File: src/dcg_pkg.sv
// Package for the converter clock, gain and auxiliary configuration bank.
// Assumes an AXI4-Lite master on aclk with 32-bit data.
package dcg_pkg;

	// ****************************************
	// Register indices; byte address is four times the index
	// ****************************************
	localparam logic [7:0] DCG_HIRES_AUX_MODE_CFG = 8'h24;
	localparam logic [7:0] DCG_DIVIDER_BUFFER_POWER_CFG = 8'h27;
	localparam logic [7:0] DCG_TIMING_REF_POLARITY_CFG = 8'h2b;
	localparam logic [7:0] DCG_INPUT_CLOCK_DIVIDER_CFG = 8'h32;
	localparam logic [7:0] DCG_GAIN_A_LOW = 8'h37;
	localparam logic [7:0] DCG_GAIN_A_HIGH = 8'h38;
	localparam logic [7:0] DCG_GAIN_B_LOW = 8'h39;
	localparam logic [7:0] DCG_GAIN_B_HIGH = 8'h3a;
	localparam logic [7:0] DCG_AUX_A_LOW = 8'h3b;
	localparam logic [7:0] DCG_AUX_A_HIGH = 8'h3c;
	localparam logic [7:0] DCG_AUX_B_LOW = 8'h3d;
	localparam logic [7:0] DCG_AUX_B_HIGH = 8'h3e;

	// ****************************************
	// Reset values
	// ****************************************
	localparam logic [7:0] DCG_RST_HIRES = 8'hff;
	localparam logic [7:0] DCG_RST_DIVPWR = 8'h00;
	localparam logic [7:0] DCG_RST_TREF = 8'h88;
	localparam logic [7:0] DCG_RST_DIVCFG = 8'h88;
	localparam logic [7:0] DCG_RST_GAIN_LOW = 8'h20;
	localparam logic [7:0] DCG_RST_GAIN_HIGH = 8'h83;
	localparam logic [7:0] DCG_RST_AUX_LOW = 8'h00;
	localparam logic [7:0] DCG_RST_AUX_HIGH = 8'h82;

	// ****************************************
	// Field positions and write masks
	// ****************************************
	localparam int DCG_BIT_HIRES_BYPASS = 6;
	localparam int DCG_BIT_BUF2_PWR = 7;
	localparam int DCG_BIT_BUF1_PWR = 6;
	localparam int DCG_BIT_TREF_ASYNC = 7;
	localparam int DCG_BIT_WEST_INV = 6;
	localparam int DCG_BIT_EAST_INV = 5;
	localparam int DCG_BIT_DIV_RATIO_LO = 6;
	localparam int DCG_BIT_DIV_RESET = 6;
	localparam int DCG_BIT_FREQ_MODE = 4;
	localparam int DCG_BIT_DIV_BYPASS = 3;
	localparam int DCG_BIT_PHASE_LO = 0;
	localparam int DCG_BIT_POWER = 7;
	localparam int DCG_BIT_X2 = 2;
	localparam int DCG_BIT_CODE_HI_LO = 0;
	localparam logic [7:0] DCG_MASK_DIVPWR = 8'hc0;
	localparam logic [7:0] DCG_MASK_TREF = 8'hef;
	localparam logic [7:0] DCG_MASK_GAIN_HIGH = 8'h87;
	localparam logic [7:0] DCG_MASK_AUX_HIGH = 8'h83;
	localparam logic [7:0] DCG_MASK_ALL = 8'hff;

	// ****************************************
	// Bus answers
	// ****************************************
	localparam logic [1:0] DCG_RESP_OKAY = 2'b00;
	localparam logic [1:0] DCG_RESP_SLVERR = 2'b10;

	typedef enum logic [1:0] {
		DCG_DIV_2,
		DCG_DIV_4,
		DCG_DIV_6,
		DCG_DIV_8
	} dcg_ratio_t;

endpackage

File: src/dcg_config_bank.sv
// Configuration register bank: auxiliary mode, divider buffers, timing-reference
// polarity, input clock divider, analog gain and auxiliary converter codes.
// Assumes an AXI4-Lite master on aclk; outputs other than the one-cycle input_divider_reset pulse are static configuration levels.
//
// Contract
// High-resolution register bit 6 zero enables, one bypasses high-resolution aux mode.
// Buffer power bit 7 powers divider buffer two, bit 6 buffer one.
// Timing-reference bits 6 and 5 invert west and east inputs when set.
// Software keeps timing-reference bit 7 zero and bits 3..0 at 1000.
// Divider ratio bits 7..6 select clock input divided by 2, 4, 6, 8.
// Writing one to divider reset bit resets dividers; zero does nothing.
// Divider bit 3 set bypasses dividers and phase; clock equals input.
// Phase bits 2..0 offset converter clock by code times half input period.
// Channel A gain is ten bits: low byte 0x37, top two in 0x38.
// Channel B gain is ten bits: low byte 0x39, top two in 0x3a.
// Channel A gain upper bit 7 switches channel A gain circuit on.
// Channel B gain upper bit 7 switches channel B gain circuit on.
// Gain upper bit 2 selects doubled output current range per channel.
// Channel A auxiliary code is ten bits: low 0x3b, top two in 0x3c.
// Channel A auxiliary upper bit 7 turns channel A auxiliary converter on.
// Channel B auxiliary code is ten bits at 0x3d/0x3e, power bit 7.
`timescale 1ns/1ps

module dcg_config_bank #(
	parameter int ADDR_W = 8,
	parameter int CODE_W = 10
) (
	// Clock and reset
	input wire logic aclk,
	input wire logic aresetn,
	// AXI4-Lite write address
	input wire logic [ADDR_W-1:0] s_axi_awaddr,
	input wire logic [2:0] s_axi_awprot,
	input wire logic s_axi_awvalid,
	output logic s_axi_awready,
	// AXI4-Lite write data
	input wire logic [31:0] s_axi_wdata,
	input wire logic [3:0] s_axi_wstrb,
	input wire logic s_axi_wvalid,
	output logic s_axi_wready,
	// AXI4-Lite write response
	output logic [1:0] s_axi_bresp,
	output logic s_axi_bvalid,
	input wire logic s_axi_bready,
	// AXI4-Lite read address
	input wire logic [ADDR_W-1:0] s_axi_araddr,
	input wire logic [2:0] s_axi_arprot,
	input wire logic s_axi_arvalid,
	output logic s_axi_arready,
	// AXI4-Lite read data
	output logic [31:0] s_axi_rdata,
	output logic [1:0] s_axi_rresp,
	output logic s_axi_rvalid,
	input wire logic s_axi_rready,
	// Auxiliary mode and divider buffers
	output logic hires_aux_bypass,
	output logic divider_buffer2_power,
	output logic divider_buffer1_power,
	// Timing reference
	output logic west_timing_ref_invert,
	output logic east_timing_ref_invert,
	// Input clock divider
	output dcg_pkg::dcg_ratio_t input_divide_ratio,
	output logic input_divider_reset,
	output logic divider_frequency_mode,
	output logic input_divider_bypass,
	output logic [2:0] input_divider_phase,
	// Analog gain
	output logic [CODE_W-1:0] gain_code_a,
	output logic [CODE_W-1:0] gain_code_b,
	output logic gain_power_a,
	output logic gain_power_b,
	output logic gain_range_double_a,
	output logic gain_range_double_b,
	// Auxiliary converters
	output logic [CODE_W-1:0] aux_code_a,
	output logic [CODE_W-1:0] aux_code_b,
	output logic aux_power_a,
	output logic aux_power_b
);
	import dcg_pkg::*;

	// ****************************************
	// Storage
	// ****************************************
	logic [7:0] hires_q, divpwr_q, tref_q, divcfg_q;
	logic [7:0] gal_q, gah_q, gbl_q, gbh_q, aal_q, aah_q, abl_q, abh_q;
	logic [ADDR_W-1:0] awaddr_q;
	logic [31:0] wdata_q;
	logic [3:0] wstrb_q;
	logic aw_have_q, w_have_q;
	logic wr_go;
	logic wr_hit;
	logic [7:0] wr_byte;
	logic rd_hit;
	logic [7:0] rd_byte;

	// Byte lane of a word-aligned register sits in the low lane
	function automatic logic [7:0] merge(input logic [7:0] old, input logic [7:0] mask);
		merge = (wdata_q[7:0] & mask) | (old & ~mask);
	endfunction

	// ****************************************
	// Write channel
	// ****************************************
	// Offsets not multiples of four: each register index is kept and byte address is 4x
	function automatic logic [ADDR_W-1:0] baddr(input logic [7:0] idx);
		baddr = ADDR_W'({idx, 2'b00});
	endfunction

	assign wr_go = aw_have_q && w_have_q && !s_axi_bvalid;
	assign wr_byte = wdata_q[7:0];

	always_ff @(posedge aclk) begin
		if (!aresetn) begin
			aw_have_q <= 1'b0;
			awaddr_q <= '0;
		end else if (s_axi_awvalid && s_axi_awready) begin
			aw_have_q <= 1'b1;
			awaddr_q <= s_axi_awaddr;
		end else if (wr_go) begin
			aw_have_q <= 1'b0;
		end
	end

	always_ff @(posedge aclk) begin
		if (!aresetn) begin
			w_have_q <= 1'b0;
			wdata_q <= '0;
			wstrb_q <= '0;
		end else if (s_axi_wvalid && s_axi_wready) begin
			w_have_q <= 1'b1;
			wdata_q <= s_axi_wdata;
			wstrb_q <= s_axi_wstrb;
		end else if (wr_go) begin
			w_have_q <= 1'b0;
		end
	end

	always_ff @(posedge aclk) begin
		if (!aresetn) begin
			s_axi_awready <= 1'b1;
			s_axi_wready <= 1'b1;
		end else begin
			s_axi_awready <= !(aw_have_q || (s_axi_awvalid && s_axi_awready)) || wr_go;
			s_axi_wready <= !(w_have_q || (s_axi_wvalid && s_axi_wready)) || wr_go;
		end
	end

	// Address hit for write
	always_comb begin
		wr_hit = 1'b1;
		if (awaddr_q == baddr(DCG_HIRES_AUX_MODE_CFG)) begin
			wr_hit = 1'b1;
		end else if (awaddr_q == baddr(DCG_DIVIDER_BUFFER_POWER_CFG)) begin
			wr_hit = 1'b1;
		end else if (awaddr_q == baddr(DCG_TIMING_REF_POLARITY_CFG)) begin
			wr_hit = 1'b1;
		end else if (awaddr_q == baddr(DCG_INPUT_CLOCK_DIVIDER_CFG)) begin
			wr_hit = 1'b1;
		end else if (awaddr_q[ADDR_W-1:2] >= DCG_GAIN_A_LOW[ADDR_W-3:0]
				&& awaddr_q[ADDR_W-1:2] <= DCG_AUX_B_HIGH[ADDR_W-3:0]
				&& awaddr_q[1:0] == 2'b00) begin
			wr_hit = 1'b1;
		end else begin
			wr_hit = 1'b0;
		end
	end

	always_ff @(posedge aclk) begin
		if (!aresetn) begin
			s_axi_bvalid <= 1'b0;
			s_axi_bresp <= DCG_RESP_OKAY;
		end else if (wr_go) begin
			s_axi_bvalid <= 1'b1;
			s_axi_bresp <= wr_hit ? DCG_RESP_OKAY : DCG_RESP_SLVERR;
		end else if (s_axi_bready) begin
			s_axi_bvalid <= 1'b0;
		end
	end

	// ****************************************
	// Configuration registers
	// ****************************************
	logic wr_lane;
	assign wr_lane = wr_go && wstrb_q[0];

	// Storage for the clock-side registers
	always_ff @(posedge aclk) begin
		if (!aresetn) begin
			hires_q <= DCG_RST_HIRES;
			divpwr_q <= DCG_RST_DIVPWR;
			tref_q <= DCG_RST_TREF;
			divcfg_q <= DCG_RST_DIVCFG;
		end else if (wr_lane) begin
			// bypass bit stored
			if (awaddr_q == baddr(DCG_HIRES_AUX_MODE_CFG)) begin
				hires_q <= merge(hires_q, DCG_MASK_ALL);
			end
			// buffer power bits
			if (awaddr_q == baddr(DCG_DIVIDER_BUFFER_POWER_CFG)) begin
				divpwr_q <= merge(divpwr_q, DCG_MASK_DIVPWR);
			end
			// polarity bits; unused bit 4 stays zero
			if (awaddr_q == baddr(DCG_TIMING_REF_POLARITY_CFG)) begin
				tref_q <= merge(tref_q, DCG_MASK_TREF);
			end
			if (awaddr_q == baddr(DCG_INPUT_CLOCK_DIVIDER_CFG)) begin
				divcfg_q <= merge(divcfg_q, DCG_MASK_ALL);
			end
		end
	end

	// R10: R14: R16: ten-bit code storage
	always_ff @(posedge aclk) begin
		if (!aresetn) begin
			gal_q <= DCG_RST_GAIN_LOW;
			gah_q <= DCG_RST_GAIN_HIGH;
			gbl_q <= DCG_RST_GAIN_LOW;
			gbh_q <= DCG_RST_GAIN_HIGH;
			aal_q <= DCG_RST_AUX_LOW;
			aah_q <= DCG_RST_AUX_HIGH;
			abl_q <= DCG_RST_AUX_LOW;
			abh_q <= DCG_RST_AUX_HIGH;
		end else if (wr_lane) begin
			if (awaddr_q == baddr(DCG_GAIN_A_LOW)) begin
				gal_q <= wr_byte;
			end
			if (awaddr_q == baddr(DCG_GAIN_A_HIGH)) begin
				gah_q <= merge(gah_q, DCG_MASK_GAIN_HIGH);
			end
			if (awaddr_q == baddr(DCG_GAIN_B_LOW)) begin
				gbl_q <= wr_byte;
			end
			if (awaddr_q == baddr(DCG_GAIN_B_HIGH)) begin
				gbh_q <= merge(gbh_q, DCG_MASK_GAIN_HIGH);
			end
			if (awaddr_q == baddr(DCG_AUX_A_LOW)) begin
				aal_q <= wr_byte;
			end
			if (awaddr_q == baddr(DCG_AUX_A_HIGH)) begin
				aah_q <= merge(aah_q, DCG_MASK_AUX_HIGH);
			end
			if (awaddr_q == baddr(DCG_AUX_B_LOW)) begin
				abl_q <= wr_byte;
			end
			if (awaddr_q == baddr(DCG_AUX_B_HIGH)) begin
				abh_q <= merge(abh_q, DCG_MASK_AUX_HIGH);
			end
		end
	end

	// ****************************************
	// Read channel
	// ****************************************
	always_comb begin
		rd_hit = 1'b1;
		rd_byte = 8'h00;
		if (s_axi_araddr == baddr(DCG_HIRES_AUX_MODE_CFG)) begin
			rd_byte = hires_q;
		end else if (s_axi_araddr == baddr(DCG_DIVIDER_BUFFER_POWER_CFG)) begin
			rd_byte = divpwr_q;
		end else if (s_axi_araddr == baddr(DCG_TIMING_REF_POLARITY_CFG)) begin
			rd_byte = tref_q;
		end else if (s_axi_araddr == baddr(DCG_INPUT_CLOCK_DIVIDER_CFG)) begin
			rd_byte = divcfg_q;
		end else if (s_axi_araddr == baddr(DCG_GAIN_A_LOW)) begin
			rd_byte = gal_q;
		end else if (s_axi_araddr == baddr(DCG_GAIN_A_HIGH)) begin
			rd_byte = gah_q;
		end else if (s_axi_araddr == baddr(DCG_GAIN_B_LOW)) begin
			rd_byte = gbl_q;
		end else if (s_axi_araddr == baddr(DCG_GAIN_B_HIGH)) begin
			rd_byte = gbh_q;
		end else if (s_axi_araddr == baddr(DCG_AUX_A_LOW)) begin
			rd_byte = aal_q;
		end else if (s_axi_araddr == baddr(DCG_AUX_A_HIGH)) begin
			rd_byte = aah_q;
		end else if (s_axi_araddr == baddr(DCG_AUX_B_LOW)) begin
			rd_byte = abl_q;
		end else if (s_axi_araddr == baddr(DCG_AUX_B_HIGH)) begin
			rd_byte = abh_q;
		end else begin
			rd_hit = 1'b0;
		end
	end

	// One read outstanding: arready drops while the answer waits
	always_ff @(posedge aclk) begin
		if (!aresetn) begin
			s_axi_arready <= 1'b1;
			s_axi_rvalid <= 1'b0;
			s_axi_rdata <= '0;
			s_axi_rresp <= DCG_RESP_OKAY;
		end else if (s_axi_arvalid && s_axi_arready) begin
			s_axi_arready <= 1'b0;
			s_axi_rvalid <= 1'b1;
			s_axi_rdata <= {24'h00_0000, rd_byte};
			s_axi_rresp <= rd_hit ? DCG_RESP_OKAY : DCG_RESP_SLVERR;
		end else if (s_axi_rvalid && s_axi_rready) begin
			s_axi_rvalid <= 1'b0;
			s_axi_arready <= 1'b1;
		end
	end

	// ****************************************
	// Divider reset pulse
	// ****************************************
	// one written to bit 6 resets dividers for one cycle; zero does nothing
	always_ff @(posedge aclk) begin
		if (!aresetn) begin
			input_divider_reset <= 1'b0;
		end else begin
			input_divider_reset <= wr_lane
				&& awaddr_q == baddr(DCG_INPUT_CLOCK_DIVIDER_CFG)
				&& wr_byte[DCG_BIT_DIV_RESET];
		end
	end

	// ****************************************
	// Configuration outputs
	// ****************************************
	always_ff @(posedge aclk) begin
		if (!aresetn) begin
			hires_aux_bypass <= DCG_RST_HIRES[DCG_BIT_HIRES_BYPASS];
			divider_buffer2_power <= DCG_RST_DIVPWR[DCG_BIT_BUF2_PWR];
			divider_buffer1_power <= DCG_RST_DIVPWR[DCG_BIT_BUF1_PWR];
			west_timing_ref_invert <= DCG_RST_TREF[DCG_BIT_WEST_INV];
			east_timing_ref_invert <= DCG_RST_TREF[DCG_BIT_EAST_INV];
			input_divide_ratio <= dcg_ratio_t'(DCG_RST_DIVCFG[DCG_BIT_DIV_RATIO_LO +: 2]);
			divider_frequency_mode <= DCG_RST_DIVCFG[DCG_BIT_FREQ_MODE];
			input_divider_bypass <= DCG_RST_DIVCFG[DCG_BIT_DIV_BYPASS];
			input_divider_phase <= DCG_RST_DIVCFG[DCG_BIT_PHASE_LO +: 3];
		end else begin
			// zero enables, one bypasses
			hires_aux_bypass <= hires_q[DCG_BIT_HIRES_BYPASS];
			// buffer power levels
			divider_buffer2_power <= divpwr_q[DCG_BIT_BUF2_PWR];
			divider_buffer1_power <= divpwr_q[DCG_BIT_BUF1_PWR];
			// polarity inversion
			west_timing_ref_invert <= tref_q[DCG_BIT_WEST_INV];
			east_timing_ref_invert <= tref_q[DCG_BIT_EAST_INV];
			// ratio code selects 2, 4, 6 or 8
			input_divide_ratio <= dcg_ratio_t'(divcfg_q[DCG_BIT_DIV_RATIO_LO +: 2]);
			divider_frequency_mode <= divcfg_q[DCG_BIT_FREQ_MODE];
			// bypass forces the phase output to zero; ratio passes unchanged
			input_divider_bypass <= divcfg_q[DCG_BIT_DIV_BYPASS];
			// phase offset in half input periods; forced to zero under bypass
			input_divider_phase <= divcfg_q[DCG_BIT_DIV_BYPASS] ? 3'b000
				: divcfg_q[DCG_BIT_PHASE_LO +: 3];
		end
	end

	always_ff @(posedge aclk) begin
		if (!aresetn) begin
			gain_code_a <= CODE_W'({DCG_RST_GAIN_HIGH[1:0], DCG_RST_GAIN_LOW});
			gain_code_b <= CODE_W'({DCG_RST_GAIN_HIGH[1:0], DCG_RST_GAIN_LOW});
			gain_power_a <= DCG_RST_GAIN_HIGH[DCG_BIT_POWER];
			gain_power_b <= DCG_RST_GAIN_HIGH[DCG_BIT_POWER];
			gain_range_double_a <= DCG_RST_GAIN_HIGH[DCG_BIT_X2];
			gain_range_double_b <= DCG_RST_GAIN_HIGH[DCG_BIT_X2];
			aux_code_a <= CODE_W'({DCG_RST_AUX_HIGH[1:0], DCG_RST_AUX_LOW});
			aux_code_b <= CODE_W'({DCG_RST_AUX_HIGH[1:0], DCG_RST_AUX_LOW});
			aux_power_a <= DCG_RST_AUX_HIGH[DCG_BIT_POWER];
			aux_power_b <= DCG_RST_AUX_HIGH[DCG_BIT_POWER];
		end else begin
			// R10: gain codes joined from upper and lower bytes
			gain_code_a <= CODE_W'({gah_q[DCG_BIT_CODE_HI_LO +: 2], gal_q});
			gain_code_b <= CODE_W'({gbh_q[DCG_BIT_CODE_HI_LO +: 2], gbl_q});
			// R12: gain circuit power
			gain_power_a <= gah_q[DCG_BIT_POWER];
			gain_power_b <= gbh_q[DCG_BIT_POWER];
			// doubled current range
			gain_range_double_a <= gah_q[DCG_BIT_X2];
			gain_range_double_b <= gbh_q[DCG_BIT_X2];
			// R16: auxiliary codes
			aux_code_a <= CODE_W'({aah_q[DCG_BIT_CODE_HI_LO +: 2], aal_q});
			aux_code_b <= CODE_W'({abh_q[DCG_BIT_CODE_HI_LO +: 2], abl_q});
			// R16: auxiliary power
			aux_power_a <= aah_q[DCG_BIT_POWER];
			aux_power_b <= abh_q[DCG_BIT_POWER];
		end
	end

endmodule

File: config.mk
export PLATFORM = sky130hd
export DESIGN_NAME = dcg_config_bank
export DESIGN_NICKNAME = d
export VERILOG_FILES = /design/src/dcg_pkg.sv /design/src/dcg_config_bank.sv
export SDC_FILE = /design/constraint.sdc
export NUM_CORES = 1
export LEC_CHECK = 0
export ABC_AREA = 1
export BUFFER_PORTS_ARGS = -buffer_cell sky130_fd_sc_hd__buf_2
export CAP_MARGIN = 20
export CORE_MARGIN = 8
export CORE_UTILIZATION = 45
export DETAILED_ROUTE_END_ITERATION = 12
export PLACE_DENSITY = 0.71
export SETUP_SLACK_MARGIN = 0.15
export SLEW_MARGIN = 30
export SYNTH_ARGS = -nofsm -noshare
export SYNTH_HDL_FRONTEND = slang
export SYNTH_SLANG_ARGS = --single-unit
File: constraint.sdc
create_clock -name aclk -period 3.55 [get_ports aclk]
set_input_delay 0.1775 -clock aclk [delete_from_list [all_inputs] [get_ports aclk]]
set_output_delay 0.1775 -clock aclk [all_outputs]
set_load 0.03 [all_outputs]
---- Yosys cells after proc, flatten, opt, wreduce, memory -nomap -nowiden ----
Cells that the tools add are included.
storage, ports and cells
  register bits ........................... 191
  input port bits ......................... 65
  logic and storage cells ................. 154
operators by class
  magnitude comparators ................... 2
  eq/ne operators ......................... 24
  muxes and demuxes ....................... 40
  bitwise operators ....................... 7
  reduce and logical (&&, ||, !) cells .... 36
operators by type and width
  operator                                     count
  == test 8 bit (second input constant)        24
  2-to-1 mux 8 bit                             12
  OR 8 x 7 -> 8 bit                            4
  2-to-1 mux 1 bit                             26
  AND reduction 2 bit                          12
  logical AND 1 bit                            11
  OR 8 x 5 -> 8 bit                            1
  OR 8 x 6 -> 8 bit                            1
  nonzero test 2 bit                           4
  >= comparator 6 bit (second input constant)  1
  <= comparator 6 bit (second input constant)  1
  logical OR 1 bit                             4
  2-to-1 mux 2 bit                             2
  logical NOT 1 bit                            3
  logical NOT 2 bit                            1
  OR reduction 2 bit                           1
  inverter 1 bit                               1

---- Logic depth before layout (Yosys ltp) ----
  depth in word-level cells ............... 14
  depth in mapped cells ................... 11
  depth with buffers taken out ............ 11

---- Least setup slack after synthesis ----
OpenSTA, ideal clock, no wires.
  path type ............................... flip-flop to flip-flop
  start point ............................. reg s_axi_bvalid
  end point ............................... reg abl_q[5]
  arrival time ............................ 1.450 ns
  data required time ...................... 3.431 ns
  slack ................................... 1.981 ns
  stages on the path, launching flop included .. 10
  path through ............................ dfxtp_1 > nor3_2 > nand2_2 > inv_2 > nand2_2 > nor2_4 > inv_2 > buf_6 > o21ai_0 > a21oi_1
between the ends
  longest elaborated chain between the ends .. 4
ends and longest elaborated chain
  item                           line                    text
  start: declaration             dcg_config_bank.sv:43   output logic s_axi_bvalid,
  start signal: assignment       dcg_config_bank.sv:172  s_axi_bvalid <= 1'b0;
  start signal: assignment       dcg_config_bank.sv:175  s_axi_bvalid <= 1'b1;
  start signal: assignment       dcg_config_bank.sv:178  s_axi_bvalid <= 1'b0;
  logical NOT 1 bit              dcg_config_bank.sv:111  assign wr_go = aw_have_q && w_have_q && !s_axi_bvalid;
  logical AND 1 bit              dcg_config_bank.sv:111
  logical AND 1 bit              dcg_config_bank.sv:186  assign wr_lane = wr_go && wstrb_q[0];
  AND reduction 2 bit (no line)  --
  end signal: assignment         dcg_config_bank.sv:245  abl_q <= wr_byte;
  end: declaration               dcg_config_bank.sv:87   logic [7:0] gal_q, gah_q, gbl_q, gbh_q, aal_q, aah_q, abl_q, abh_q;
Every way passes these cells.
A chain may end at the register's enable or synchronous reset.

---- Worst setup path after layout ----
  start point ............................. reg awaddr_q[6]
  end point ............................... reg aal_q[3]
between the ends
  longest elaborated chain between the ends .. 2
ends and longest elaborated chain
  item                           line                    text
  start: declaration             dcg_config_bank.sv:88   logic [ADDR_W-1:0] awaddr_q;
  start signal: assignment       dcg_config_bank.sv:120  awaddr_q <= s_axi_awaddr;
  == test 8 bit                  dcg_config_bank.sv:238  if (awaddr_q == baddr(DCG_AUX_A_LOW)) begin
  AND reduction 2 bit (no line)  --
  end signal: assignment         dcg_config_bank.sv:239  aal_q <= wr_byte;
  end: declaration               dcg_config_bank.sv:87
Every way passes these cells.

==> impl_metrics.sql <==
INSERT INTO impl_metrics (metric_group, metric, value, unit) VALUES
('drt', 'first_iter_violations', '461', ''),
('floorplan', 'row_count', '43', ''),
('setup_path', 'crit-reg2reg-launch', 'awaddr_q[6]$_SDFFE_PN0P_', ''),
('drt', 'routed_length_per_instance', '14.4', 'um'),
('synth', 'post-synth-top-area-fraction', '0.514', ''),
('synth', 'synth-adder-area-share', '0', ''),
('placement', 'routabilityCongestion', '0.904', ''),
('synth', 'yosys-mux-area-fraction', '0', ''),
('floorplan', 'die-area', '0.0183', 'mm2'),
('clock_network', 'clockBufferDepth', '2', ''),
('clock_network', 'cts_made_buffers', '17', ''),
('setup_path', 'worstSetupStartpoint', 'awaddr_q[6]$_SDFFE_PN0P_', ''),
('global_route', 'via_count_of_the_first_global_routing_pass', '4914', ''),
('min_path', 'hold-path-cell-count', '3', ''),
('final_layout', 'finish.net_count', '995', ''),
('synth', 'yosys-top-cells-area', 'sky130_fd_sc_hd__dfxtp_1 (51%), sky130_fd_sc_hd__nand2_1 (9.6%), sky130_fd_sc_hd__inv_1 (7.5%)', ''),
('setup_path', 'ff2ff_setup_slack', '1730', 'ps'),
('min_path', 'worstHoldStart', 's_axi_awaddr[3]', ''),
('drt', 'drc', '0', ''),
('synth', 'yosys.area_share.simple', '0.212', ''),
('clock_network', 'tritoncts', 'built', ''),
('setup_path', 'crit_path_max_fanout', '16', ''),
('clock_network', 'number_of_instances_resized_during_post_cts_repair', '0', ''),
('floorplan', 'die_h', '135', 'um'),
('synth', 'synth.lib_cells_used.distinct', '37', ''),
('setup_path', 'worstSetupPathType', 'reg -> reg', ''),
('synth', 'cell_taking_the_most_area_after_synthesis', 'sky130_fd_sc_hd__dfxtp_1', ''),
('synth', 'main_combinational_cell_family_by_area_after_synthesis', 'simple AND/OR/NAND/NOR gates', ''),
('synth', 'synth-edff-count', '0', ''),
('clock_network', 'clock_sinks', '164', ''),
('clock_network', 'h-tree-depth', '4', ''),
('final_layout', 'diodes', '0', ''),
('synth', 'postSynthAreaPerCell', '7.76', 'um2'),
('outcome', 'status', 'complete, no violations', ''),
('global_route', 'grt_start_max_net_pins', '87', ''),
('synth', 'synth-seq-area-share', '0.514', ''),
('global_route', 'global_route.usage.total', '0.177', ''),
('sta', 'finalMaxSlewViolations', '0', ''),
('placement', 'dp.final_hpwl', '11800', 'um'),
('global_route', 'antenna_found_initial', '0', ''),
('drt', 'drt_pass1_iterations', '5', ''),
('sta', 'holdWs', '22.2', 'ps'),
('setup_path', 'required_time_of_the_critical_path', '3840', 'ps'),
('job', 'max_cap_viols', '0', ''),
('pwr', 'power.leakage', '3.75', 'nW'),
('final_layout', 'layout.filler_cells', '1330', ''),
('sta', 'setup_skew', '14.2', 'ps'),
('final_layout', 'post_route_cells_drive_above_1_share', '0.175', ''),
('floorplan', 'floorplan.core_area', '0.0139', 'mm2'),
('synth', 'syn_area', '0.00639', 'mm2'),
('setup_path', 'crit_path_start_kind', 'flop', ''),
('drt', 'drt_wl_total', '16100', 'um'),
('global_route', 'grt.overflow.total', '0', ''),
('floorplan', 'die_w', '135', 'um'),
('drt', 'route.antenna.remaining_nets', '0', ''),
('min_path', 'min-delay-path-class', 'in -> reg', ''),
('sta', 'maxSlewHeadroom', '0.390', ''),
('global_route', 'grt_first_pass_wirelength', '25400', 'um'),
('sta', 'finalSetupViolations', '0', ''),
('final_layout', 'post-route-util', '0.551', ''),
('clock_network', 'cts.root.buffer_cell', 'sky130_fd_sc_hd__clkbuf_16', ''),
('sta', 'fmax', '0.548', 'GHz'),
('floorplan', 'io_pins', '165', ''),
('setup_path', 'critPathArrivalTime', '2120', 'ps'),
('pwr', 'power-per-cell-area', '542', 'mW/mm2'),
('synth', 'synthesis.yosys.warnings', '0', ''),
('sta', 'final.setup.tns', '0', 'ps'),
('synth', 'synthFlopType', 'sky130_fd_sc_hd__dfxtp_1', ''),
('setup_path', 'r2r.worst_path.cells', '8', ''),
('sta', 'timing_worst_slew_pin_value', '915', 'ps'),
('pwr', 'ir_drop', '0.343', 'mV');
[layout by cell type (no fill, tap or decap), types with 23 or more instances in the layout]
cell / Yosys / final
sky130_fd_sc_hd__o21ai_0: 70 / 70
sky130_fd_sc_hd__a21oi_1: 59 / 59
sky130_fd_sc_hd__dfxtp_1: 164 / 164
sky130_fd_sc_hd__conb_1: 1 / 26
sky130_fd_sc_hd__nand2_1: 164 / 164
sky130_fd_sc_hd__nor2_1: 71 / 71
sky130_fd_sc_hd__inv_1: 127 / 127
sky130_fd_sc_hd__o211ai_1: 23 / 23
sky130_fd_sc_hd__nand3_1: 24 / 24
sky130_fd_sc_hd__buf_2: 4 / 104
[cell families after synthesis]
logic type             count (synthesis)
and+or+nand+nor                      306
other                                  1
buffers and inverters                186
AOI/OAI and AO/OA                    166
DFF                                  164
[power breakdown]
part / switching (mW) / internal [mW]
sequential: 0.0484 / 1.88
combinational: 0.202 / 0.0704
clock: 0.704 / 1.24
total: 0.954 / 3.19
[Yosys cell counts, types with 4 or more instances]
cell type	count
sky130_fd_sc_hd__a211oi_1	4
sky130_fd_sc_hd__o21ai_0	70
sky130_fd_sc_hd__nor3_2	5
sky130_fd_sc_hd__nand4_1	9
sky130_fd_sc_hd__nand2_1	164
sky130_fd_sc_hd__nor2_2	5
sky130_fd_sc_hd__or2_2	5
sky130_fd_sc_hd__a21oi_1	59
sky130_fd_sc_hd__buf_4	26
sky130_fd_sc_hd__nand3_1	24
sky130_fd_sc_hd__clkbuf_1	18
sky130_fd_sc_hd__nor2_1	71
sky130_fd_sc_hd__o211ai_1	23
sky130_fd_sc_hd__nor3_1	11
sky130_fd_sc_hd__buf_2	4
sky130_fd_sc_hd__inv_2	6
sky130_fd_sc_hd__dfxtp_1	164
sky130_fd_sc_hd__inv_1	127
[worst paths after layout]
path,end
worst max-delay path,aal_q[3]$_SDFFE_PN0P_
worst min-delay path,awaddr_q[3]$_SDFFE_PN0P_
worst max register to register,aal_q[3]$_SDFFE_PN0P_
worst min register to register,aux_code_a[4]$_SDFF_PN0_
[layer usage]
layer	GRT usage	vias to the layer above	routed length (um)
li1	-	2781	-
met1	0.234	2412	7360
met3	0.0598	28	1420
met2	0.261	209	6970
met4	0.0716	0	373
met5	0	-	0
[sequential cells by signal, summed over array words and instances (netlist names), 2 cells and up]
signal               flops
divpwr_q                 2
gah_q                    4
divcfg_q                 8
aah_q                    3
gbl_q                    8
aux_code_b              10
aal_q                    8
input_divide_ratio       2
abl_q                    8
gain_code_b             10
input_divider_phase      3
gain_code_a             10
aux_code_a              10
gal_q                    8
tref_q                   7
hires_q                  8
gbh_q                    4
abh_q                    3
s_axi_rdata              8
wdata_q                  8
awaddr_q                 8
[critical path, cell delays in order, from the launching register on]
cell and delay, ps:
sky130_fd_sc_hd__dfxtp_1 360, sky130_fd_sc_hd__nand2_1 100, sky130_fd_sc_hd__inv_1 80, sky130_fd_sc_hd__nand2_1 70, sky130_fd_sc_hd__nor2_1 90, sky130_fd_sc_hd__buf_4 200, sky130_fd_sc_hd__nand3_1 420, sky130_fd_sc_hd__o21ai_0 310
sky130_fd_sc_hd__a21oi_1 60
[metrics by stage]
| stage | setup WS [ps] | power (mW) | area [um2] | instances |
|---|---|---|---|---|
| after global routing | 1450 | 4.28 | 7640 | 1121 |
| after global placement | 1540 | 2.23 | 6930 | 1082 |
| final | 1730 | 4.14 | 7640 | 1121 |
| after detailed placement | 1520 | 2.23 | 6930 | 1082 |
| after CTS | 1730 | 4.17 | 7640 | 1121 |
| after floorplan | 1980 | 2.16 | 6480 | 848 |
[area by class of cell]
class                   count  area, um2  share of cell area
clock buffers              21        440              0.0576
repair buffers            116        633              0.0828
inverters                 133        499              0.0653
flip-flops and latches    164       3280               0.430
clock inverters             9        180              0.0236
multi-input cells         498       2380               0.312
well taps                 180        225              0.0295
[repair_timing]
action	CTS	global route
setup buffers	0	0
endpoints found under the hold margin	9	0
endpoints found under the setup margin	0	0
hold buffers	9	0
Note: power is estimated with default switching activity, not from simulation.
